===== src/pkg/bld_params.svh =====
// constants for the bridge link diagnostic configuration register bank
// assumes dword-aligned configuration byte offsets on an 8-bit address
`ifndef BLD_PARAMS_SVH
`define BLD_PARAMS_SVH

// configuration byte offsets
`define BLD_OFS_DIAG 8'hC8
`define BLD_OFS_SUBSYS 8'hD0
`define BLD_OFS_GENCTL 8'hD4
`define BLD_OFS_SSID 8'h44

// reset values
`define BLD_RST_DIAG 32'h32142000
`define BLD_RST_SUBSYS 32'h00000000
`define BLD_RST_GENCTL 32'h8600025F
// fts count during power-on reset: separate clock field default
`define BLD_RST_FTS 8'h32

// writable bits; the rest read their fixed value
`define BLD_WMASK_DIAG 32'hFFFF1FBF
`define BLD_WMASK_GENCTL 32'hFEFFFFFF

// link diagnostics field positions
`define BLD_FTS_SEP_HI 31
`define BLD_FTS_SEP_LO 24
`define BLD_FTS_SHR_HI 23
`define BLD_FTS_SHR_LO 16
`define BLD_LAYER_REV_HI 15
`define BLD_LAYER_REV_LO 13
`define BLD_LINK_NUM_HI 12
`define BLD_LINK_NUM_LO 8
`define BLD_L2_SAVE_BIT 7
`define BLD_RSVD_RO_BIT 6
`define BLD_BASE_EN_BIT 5

// hardwired physical layer revision
`define BLD_LAYER_REV 3'h1

// subsystem alias field positions
`define BLD_SSID_HI 31
`define BLD_SSID_LO 16
`define BLD_SSVID_HI 15
`define BLD_SSVID_LO 0

`endif


===== src/pkg/bld_pkg.sv =====
// types for the bridge link diagnostic configuration register bank
// assumes bld_params.svh supplies offsets, reset values and field positions; select codes are set here
package bld_pkg;

   typedef logic [31:0] bld_word_t;

   typedef enum logic [2:0] {
      BLD_SEL_NONE = 3'b000,
      BLD_SEL_DIAG = 3'b001,
      BLD_SEL_SUBSYS = 3'b010,
      BLD_SEL_GENCTL = 3'b011,
      BLD_SEL_SSID = 3'b100
   } bld_sel_t;

endpackage : bld_pkg


===== src/bld_reset_sync.sv =====
// synchroniser for an active-low reset pin from outside the clock domain
// assumes the pin may change at any time relative to clk
`timescale 1ns/1ps

module bld_reset_sync (
   input wire logic clk,
   input wire logic rst,
   input wire logic pin_n,
   output logic reset_active
);

   logic s1_q, s2_q, s3_q, act_q;
   logic s1_d, s2_d, s3_d, act_d;

   // change accepted only once stages two and three agree
   always_comb begin
      s1_d = pin_n;
      s2_d = s1_q;
      s3_d = s2_q;
      act_d = act_q;
      if (s2_q == s3_q) begin
         act_d = ~s3_q;
      end
   end

   // power-on holds the pin as asserted until it is seen released
   always_ff @(posedge clk or posedge rst) begin
      if (rst) begin
         s1_q <= 1'b0;
         s2_q <= 1'b0;
         s3_q <= 1'b0;
         act_q <= 1'b1;
      end else begin
         s1_q <= s1_d;
         s2_q <= s2_d;
         s3_q <= s3_d;
         act_q <= act_d;
      end
   end

   assign reset_active = act_q;

endmodule : bld_reset_sync


===== src/bld_config_regs.sv =====
// link diagnostics, subsystem alias and general control configuration
// registers of a bridge; assumes single-cycle config read/write strobes
// from the configuration decoder on CLK_SYS
`timescale 1ns/1ps
`include "bld_params.svh"

module bld_config_regs (
   input wire logic CLK_SYS,
   input wire logic RST,
   input wire logic FUND_RESET_N,
   input wire logic GLOBAL_RESET_INPUT_N,
   input wire logic [7:0] CFG_ADDR,
   input wire logic CFG_WR,
   input wire logic CFG_RD,
   input wire logic [3:0] CFG_BE,
   input wire logic [31:0] CFG_WDATA,
   output logic [31:0] CFG_RDATA,
   output logic CFG_RVALID,
   input wire logic COMMON_CLOCK_CONFIG_BIT,
   output logic [7:0] FTS_COUNT,
   output logic L2_POWER_SAVING_ENABLE,
   output logic FIRST_BASE_WINDOW_ENABLE,
   output logic [4:0] LINK_NUMBER,
   output logic [15:0] SUBSYSTEM_IDENT_FIELD,
   output logic [15:0] SUBSYSTEM_MAKER_FIELD,
   output logic [31:0] GENERAL_CONTROL
);

   logic fund_active;
   logic glob_active;
   logic soft_rst;
   bld_pkg::bld_word_t diag_q;
   bld_pkg::bld_word_t diag_d;
   bld_pkg::bld_word_t subsys_q;
   bld_pkg::bld_word_t subsys_d;
   bld_pkg::bld_word_t genctl_q;
   bld_pkg::bld_word_t genctl_d;
   bld_pkg::bld_word_t rdata_q;
   bld_pkg::bld_word_t rdata_d;
   logic rvalid_q;
   logic rvalid_d;
   logic [7:0] fts_q;
   logic [7:0] fts_d;
   bld_pkg::bld_sel_t sel;

   function automatic bld_pkg::bld_sel_t decode(input logic [7:0] addr);
      case (addr)
         `BLD_OFS_DIAG: decode = bld_pkg::BLD_SEL_DIAG;
         `BLD_OFS_SUBSYS: decode = bld_pkg::BLD_SEL_SUBSYS;
         `BLD_OFS_GENCTL: decode = bld_pkg::BLD_SEL_GENCTL;
         `BLD_OFS_SSID: decode = bld_pkg::BLD_SEL_SSID;
         default: decode = bld_pkg::BLD_SEL_NONE;
      endcase
   endfunction : decode

   // byte-enabled merge limited to the writable bits
   function automatic bld_pkg::bld_word_t merge(
      input bld_pkg::bld_word_t old_val,
      input bld_pkg::bld_word_t new_val,
      input logic [3:0] be,
      input bld_pkg::bld_word_t wmask);
      bld_pkg::bld_word_t m;
      m = {{8{be[3]}}, {8{be[2]}}, {8{be[1]}}, {8{be[0]}}} & wmask;
      merge = (old_val & ~m) | (new_val & m);
   endfunction : merge

   // fixed fields overlaid on every read of the diagnostics word
   function automatic bld_pkg::bld_word_t diag_view(
      input bld_pkg::bld_word_t v);
      bld_pkg::bld_word_t r;
      r = v;
      r[`BLD_LAYER_REV_HI:`BLD_LAYER_REV_LO] = `BLD_LAYER_REV;
      r[`BLD_RSVD_RO_BIT] = 1'b0;
      diag_view = r;
   endfunction : diag_view

   // field picked by the link's clock mode
   function automatic logic [7:0] fts_pick(
      input bld_pkg::bld_word_t v,
      input logic shared_clk);
      logic [7:0] f;
      if (shared_clk) begin
         f = v[`BLD_FTS_SHR_HI:`BLD_FTS_SHR_LO];
      end else begin
         f = v[`BLD_FTS_SEP_HI:`BLD_FTS_SEP_LO];
      end
      fts_pick = f;
   endfunction : fts_pick

   bld_reset_sync u_fund_sync (
      .clk(CLK_SYS),
      .rst(RST),
      .pin_n(FUND_RESET_N),
      .reset_active(fund_active)
   );

   bld_reset_sync u_glob_sync (
      .clk(CLK_SYS),
      .rst(RST),
      .pin_n(GLOBAL_RESET_INPUT_N),
      .reset_active(glob_active)
   );

   assign soft_rst = fund_active | glob_active;
   assign sel = decode(CFG_ADDR);

   always_comb begin
      diag_d = diag_q;
      subsys_d = subsys_q;
      genctl_d = genctl_q;
      if (CFG_WR) begin
         case (sel)
            bld_pkg::BLD_SEL_DIAG: begin
               diag_d = merge(diag_q, CFG_WDATA, CFG_BE, `BLD_WMASK_DIAG);
            end
            bld_pkg::BLD_SEL_SUBSYS: begin
               subsys_d = merge(subsys_q, CFG_WDATA, CFG_BE, 32'hFFFFFFFF);
            end
            bld_pkg::BLD_SEL_GENCTL: begin
               genctl_d = merge(genctl_q, CFG_WDATA, CFG_BE,
                                `BLD_WMASK_GENCTL);
            end
            default: begin
               diag_d = diag_q;
            end
         endcase
      end
      // reset pins restore defaults, override writes
      // a write landing inside a soft reset is lost on purpose
      if (soft_rst) begin
         diag_d = `BLD_RST_DIAG;
         subsys_d = `BLD_RST_SUBSYS;
         genctl_d = `BLD_RST_GENCTL;
      end
   end

   // reads answer from the stored words, so a write in the same
   // cycle is seen only by the next read
   always_comb begin
      rdata_d = rdata_q;
      rvalid_d = 1'b0;
      if (CFG_RD) begin
         rvalid_d = 1'b1;
         case (sel)
            bld_pkg::BLD_SEL_DIAG: rdata_d = diag_view(diag_q);
            bld_pkg::BLD_SEL_SUBSYS: rdata_d = subsys_q;
            bld_pkg::BLD_SEL_SSID: rdata_d = subsys_q;
            bld_pkg::BLD_SEL_GENCTL: rdata_d = genctl_q;
            default: rdata_d = 32'h00000000;
         endcase
      end
   end

   // fts count by clock mode
   // taken from the next value so it moves on the same edge as the word
   always_comb begin
      fts_d = fts_pick(diag_d, COMMON_CLOCK_CONFIG_BIT);
   end

   always_ff @(posedge CLK_SYS or posedge RST) begin
      if (RST) begin
         diag_q <= `BLD_RST_DIAG;
         subsys_q <= `BLD_RST_SUBSYS;
         genctl_q <= `BLD_RST_GENCTL;
      end else begin
         diag_q <= diag_d;
         subsys_q <= subsys_d;
         genctl_q <= genctl_d;
      end
   end

   // read answer registers
   always_ff @(posedge CLK_SYS or posedge RST) begin
      if (RST) begin
         rdata_q <= 32'h00000000;
         rvalid_q <= 1'b0;
      end else begin
         rdata_q <= rdata_d;
         rvalid_q <= rvalid_d;
      end
   end

   always_ff @(posedge CLK_SYS or posedge RST) begin
      if (RST) begin
         fts_q <= `BLD_RST_FTS;
      end else begin
         fts_q <= fts_d;
      end
   end

   assign CFG_RDATA = rdata_q;
   assign CFG_RVALID = rvalid_q;
   assign FTS_COUNT = fts_q;
   assign L2_POWER_SAVING_ENABLE = diag_q[`BLD_L2_SAVE_BIT];
   assign FIRST_BASE_WINDOW_ENABLE = diag_q[`BLD_BASE_EN_BIT];
   assign LINK_NUMBER = diag_q[`BLD_LINK_NUM_HI:`BLD_LINK_NUM_LO];
   assign SUBSYSTEM_IDENT_FIELD = subsys_q[`BLD_SSID_HI:`BLD_SSID_LO];
   assign SUBSYSTEM_MAKER_FIELD = subsys_q[`BLD_SSVID_HI:`BLD_SSVID_LO];
   assign GENERAL_CONTROL = genctl_q;

endmodule : bld_config_regs


===== config.mk =====
export PLATFORM = sky130hd
export DESIGN_NAME = bld_config_regs
export DESIGN_NICKNAME = d
export VERILOG_FILES = /design/src/pkg/bld_pkg.sv /design/src/bld_reset_sync.sv /design/src/bld_config_regs.sv
export VERILOG_INCLUDE_DIRS = /design/src /design/src/pkg
export SDC_FILE = /design/constraint.sdc
export NUM_CORES = 1
export LEC_CHECK = 0
export BUFFER_PORTS_ARGS = -buffer_cell sky130_fd_sc_hd__buf_2
export CAP_MARGIN = 20
export CORE_MARGIN = 1.5
export CORE_UTILIZATION = 38
export CTS_BUF_LIST = sky130_fd_sc_hd__clkbuf_4 sky130_fd_sc_hd__clkbuf_8 sky130_fd_sc_hd__clkbuf_16
export CTS_CLUSTER_DIAMETER = 120
export DETAILED_ROUTE_END_ITERATION = 16
export PLACE_DENSITY = 0.64
export REMOVE_ABC_BUFFERS = 1
export SYNTH_ARGS = -nofsm -noshare
export SYNTH_HDL_FRONTEND = slang
export SYNTH_SLANG_ARGS = --single-unit

===== constraint.sdc =====
create_clock -name CLK_SYS -period 4.2 [get_ports CLK_SYS]
set_input_delay 0.21 -clock CLK_SYS [delete_from_list [all_inputs] [get_ports CLK_SYS]]
set_output_delay 0.21 -clock CLK_SYS [all_outputs]
set_load 0.05 [all_outputs]

# [After elaboration in Yosys (flattened, before gate mapping)]
# Index checks and enable logic that the tools add are counted.
[word_totals] ff_bits=145 output_inout_bits=112 elab_cells=61 in_bits=51
[classes] eq_ne=10 bitwise_logic=15 n_reduce_logical=8 muxes=13
[op_table] operator="$mux W32" count=9
[op_table] operator="$and A32 B32 Y32" count=6
[op_table] operator="$not A32 Y32" count=3
[op_table] operator="$or A32 B32 Y32" count=3
[op_table] operator="$pmux W32 S3" count=1
[op_table] operator="$eq A8 B8 Y1 const B" count=3
[op_table] operator="$pmux W3 S4" count=1
[op_table] operator="$eq A8 B7 Y1 const B" count=1
[op_table] operator="$mux W8" count=1
[op_table] operator="$reduce_bool A2 Y1" count=4
[op_table] operator="$eq A3 B2 Y1 const B" count=2
[op_table] operator="$reduce_and A2 Y1" count=3
[op_table] operator="$eq A3 B1 Y1 const B" count=1
[op_table] operator="$eq A3 B3 Y1 const B" count=1
[op_table] operator="$eq A1 B1 Y1" count=2
[op_table] operator="$not A1 Y1" count=2
[op_table] operator="$reduce_or A2 Y1" count=1
[op_table] operator="$mux W1" count=1
[op_table] operator="$or A1 B1 Y1" count=1

# [Longest topological paths before layout]
[depth] word_depth=7 mapped_depth=7 depth_no_buf=4

# [Hierarchy]
# From an unflattened synthesis, not the netlist that was laid out.
[unflattened] cells_unflattened=512 hier_area_um2=6148.4
[modules_own_cells] module="bld_config_regs" cells_each=496 area_each_um2=5908.2 instances=1
[modules_own_cells] module="bld_reset_sync" cells_each=8 area_each_um2=120.1 instances=2

# [Least setup slack after synthesis]
# Ideal clock, no wire load.
[synth_timing] kind="reg-to-reg" start="reg u_glob_sync.act_q, in the netlist u_glob_sync.reset_active" end="reg genctl_q[15], in the netlist GENERAL_CONTROL[15]" stages_incl_launch_ff=6 path_buffers=3 arrival_time_ps=1401 required_time_ps=4068 setup_slack_ps=2668 setup_time_ps=132 path_cell_list="dfstp_2 > or2_2 > buf_2 > clkbuf_1 > clkbuf_1 > nor2_1"
[synth_between] elab_chain_cells=3 word_cells_on_any_way=5
[synth_rtl] item="start, declared" line_no="bld_reset_sync.sv:12" source="logic s1_q, s2_q, s3_q, act_q;"
[synth_rtl] item="start signal, assigned" line_no="bld_reset_sync.sv:37" source="act_q <= act_d;"
[synth_rtl] item="$or A1 B1 Y1 *" line_no="bld_config_regs.sv:104" source="assign soft_rst = fund_active | glob_active;"
[synth_rtl] item="$reduce_bool A2 Y1 (no source line)"
[synth_rtl] item="$reduce_and A2 Y1 (no source line)"
[synth_rtl] item="end signal, assigned" line_no="bld_config_regs.sv:164" source="genctl_q <= `BLD_RST_GENCTL;"
[synth_rtl] item="end signal, assigned" line_no="bld_config_regs.sv:168" source="genctl_q <= genctl_d;"
[synth_rtl] item="end, declared" line_no="bld_config_regs.sv:36" source="bld_pkg::bld_word_t genctl_q;"
# Every way passes the cells marked *; elsewhere a longest branch is shown, timed or not.
# A chain may end at the register's enable or synchronous reset.

# [Worst setup path after layout]
[layout_timing] start="reg u_fund_sync.act_q, in the netlist u_fund_sync.reset_active" end="reg diag_q[5]"
[layout_between] elab_chain_cells=3 word_cells_on_any_way=5
[layout_rtl] item="start, declared" line_no="bld_reset_sync.sv:12"
[layout_rtl] item="start signal, assigned" line_no="bld_reset_sync.sv:37"
[layout_rtl] item="$or A1 B1 Y1 *" line_no="bld_config_regs.sv:104"
[layout_rtl] item="$reduce_bool A2 Y1 (no source line)"
[layout_rtl] item="$reduce_and A2 Y1 (no source line)"
[layout_rtl] item="end signal, assigned" line_no="bld_config_regs.sv:162" source="diag_q <= `BLD_RST_DIAG;"
[layout_rtl] item="end signal, assigned" line_no="bld_config_regs.sv:166" source="diag_q <= diag_d;"
[layout_rtl] item="end, declared" line_no="bld_config_regs.sv:32" source="bld_pkg::bld_word_t diag_q;"
# Marked as above.

==> out/summary.txt <==
routed wire length: 17800 um
ys flop type: dfrtp_1
Worst Setup Path Type: reg2reg
CP max FO: 46
post-synth top area cell: dfrtp_1
Clock Sinks: 140
worst path arrival time: 2.32 ns
hold depth: 3
Post-synth EDFFs: 0
Detailed Routing Iterations Pass 1: 5
synthesized instance count: 557
total power: 3.21 mW
max cap viols: 0
H-Tree Depth: 4
Final Cycle Share: 48.5%
share of cells above drive strength 1: 34.1%
Final Hold Viols: 0
total global-route track usage: 20.8%
R2R cell count: 3
post_cts resized: 0
ANT cells: 0
Area Overhead vs Synth: 25.1%
Placed Cells: 898
nets@finish: 754
TritonCTS clock tree: yes
Die ar.: 0.0176 mm2
vias per cell: 5.33
Hold Path Class: in2reg
Util after Layout: 48.5%
Setup violations, final: 0
buffers added on ports: 161
Netlist cell types: 45
pre-CTS WS: 1.92 ns
Final Max Slew Viols: 0
Root Driver: clkbuf_16
Die X: 133 um
maximum VDD drop: 280 uV
worst skew pair latency: 0.42 ns
skew final: 0.00684 ns
Hold Buf Count CTS: 2
leakage power: 4.37 nW
Cell Area, Synth: 0.00640 mm2
met2 wire len: 8440 um
crit path launch type: flop
initial antenna violation count: 0
Mean Syn Cell Area: 11.5 um2
final hold slack: 0.0402 ns
final RePlAce weighted congestion: 0.771
1st-iter DRT viols: 304
outcome: finished clean
drt drc: 0
met1 WL: 7920 um
ys async rst share: 100%
RSZ-0062 raised after global routing: no
Post-CTS Setup Inserts: 0
DP Wirelength: 11500 um
register area share after synthesis: 55.1%
vias in the first global route: 5096
slew margin rel.: 37.6%
CTS max path bufs: 2
clock-pin slew on the worst setup and hold paths: 0.06 ns
register bit total from synthesis: 140
core footprint: 0.0165 mm2
largest net degree at the start of global routing: 111
DP Area: 0.00724 mm2
row count: 47
Worst EP required: 4.49 ns
Finished Cell Area: 0.00801 mm2
die height: 133 um
Finished Layout Cells: 936
setup TNS: 0 ns
Ys Warns: 0
routed length per instance: 19.0 um
crit end category: flop
highest clock rate: 491 MHz
vias: 4985
Final min period: 2.04 ns
number of buffers created by CTS: 17
top sig layer: met4
final worst setup slack: 2.16 ns
Fillers: 1506
gr ovfl total: 0
initial core utilization: 38.7%
Worst-Margin Slew: 0.936 ns
first-pass GRT wire length: 28100 um
met3 wire len: 1170 um
DRT antenna net count: 0
Pwr Density: 401 mW/mm2
IO Count: 163
Synth area leaders: dfrtp_1 47%, mux2i_1 13%, dfstp_2 8.2%, nor2_1 4.7%, a22o_1 3.8%
top-area cell type share of the netlist area: 46.9%
==> layout make-up <==
class	instances	area, um2	share of cell area, %
inverter	39	151	1.89
tap	220	275	3.44
clock buffer	21	480	6.00
sequential	140	3530	44.0
multi-input combinational	333	2440	30.5
timing repair buffer	172	943	11.8
clock inverter	11	188	2.34
==> final timing paths <==
path | start | to | slack [ns]
max reg2reg | u_fund_sync.reset_active$_DFFE_PP1N_ | diag_q[5]$_DFFE_PP0P_ | 2.16
max in group asynchronous | RST | u_fund_sync.reset_active$_DFFE_PP1N_ | 2.65
min in group asynchronous | RST | CFG_RDATA[15]$_DFFE_PP0P_ | 0.37
min | CFG_WDATA[2] | GENERAL_CONTROL[2]$_DFFE_PP1P_ | 0.04
min reg2reg | u_glob_sync.s1_q$_DFF_PP0_ | u_glob_sync.s2_q$_DFF_PP0_ | 0.35
max | u_fund_sync.reset_active$_DFFE_PP1N_ | diag_q[5]$_DFFE_PP0P_ | 2.16
==> state kept, by name, summed over array words and instances (netlist names) <==
register and count:
CFG_RDATA 32, subsys_q 32, GENERAL_CONTROL 31, diag_q 28, FTS_COUNT 8, CFG_RVALID 1
u_fund_sync.reset_active 1, u_fund_sync.s1_q 1, u_fund_sync.s2_q 1, u_fund_sync.s3_q 1, u_glob_sync.reset_active 1, u_glob_sync.s1_q 1
u_glob_sync.s2_q 1, u_glob_sync.s3_q 1
==> power breakdown <==
part / switching [mW] / internal, mW / leakage [nW]
clock: 0.571 / 1.11 / 0.321
combinational: 0.125 / 0.0430 / 2.18
sequential: 0.00379 / 1.36 / 1.87
==> cells by family (layout without fill, tap and decap cells) <==
logic type | after synthesis | count (layout) | share of synthesized area (%)
AOI/OAI and AO/OA | 108 | 108 | 12.9
and+or+nand+nor | 140 | 140 | 11.9
muxes | 84 | 84 | 13.2
other | 1 | 1 | 0.0586
DFF | 140 | 140 | 55.1
buffers and inverters | 84 | 243 | 6.86
==> per-layer routing <==
layer / global-route usage, % / vias up
met3: 4.29 / 22
met5: 0 / -
met1: 27.9 / 2491
li1: - / 2275
met2: 33.3 / 197
met4: 8.06 / 0
==> synthesized netlist by cell type (2+ instances only) <==
cell       count
buf_6          6
mux2i_1       83
o22ai_2        3
nand4_2        7
a22oi_1       28
o21ai_0        2
dfrtp_1      120
a21oi_1        2
nand2_1       26
dfstp_2       20
nor2b_1        2
nand4_4        5
a32oi_1        5
inv_1         39
buf_2          9
a22o_1        28
nor3b_1        2
nor2_1        81
o22ai_1       33
clkbuf_1      15
a21o_1         2
o2bb2ai_1      2
buf_4          9
nand3_1        6
clkbuf_2       2
==> critical path: stages, from the launching register on <==
cell	delay, ns
dfstp_2	0.54
or2_2	0.70
buf_4	0.51
nor2_1	0.10
==> placed cells by master (no fill, tap or decap), types with 6 or more instances in the layout <==
cell type	n
a22o_1	28
a22oi_1	28
buf_2	161
clkbuf_16	17
dfrtp_1	120
dfstp_2	20
inv_1	38
mux2i_1	83
nand2_1	26
nand3_1	6
nand4_2	7
nor2_1	81
o22ai_1	33
No activity file was read; power rests on OpenSTA's default activity.
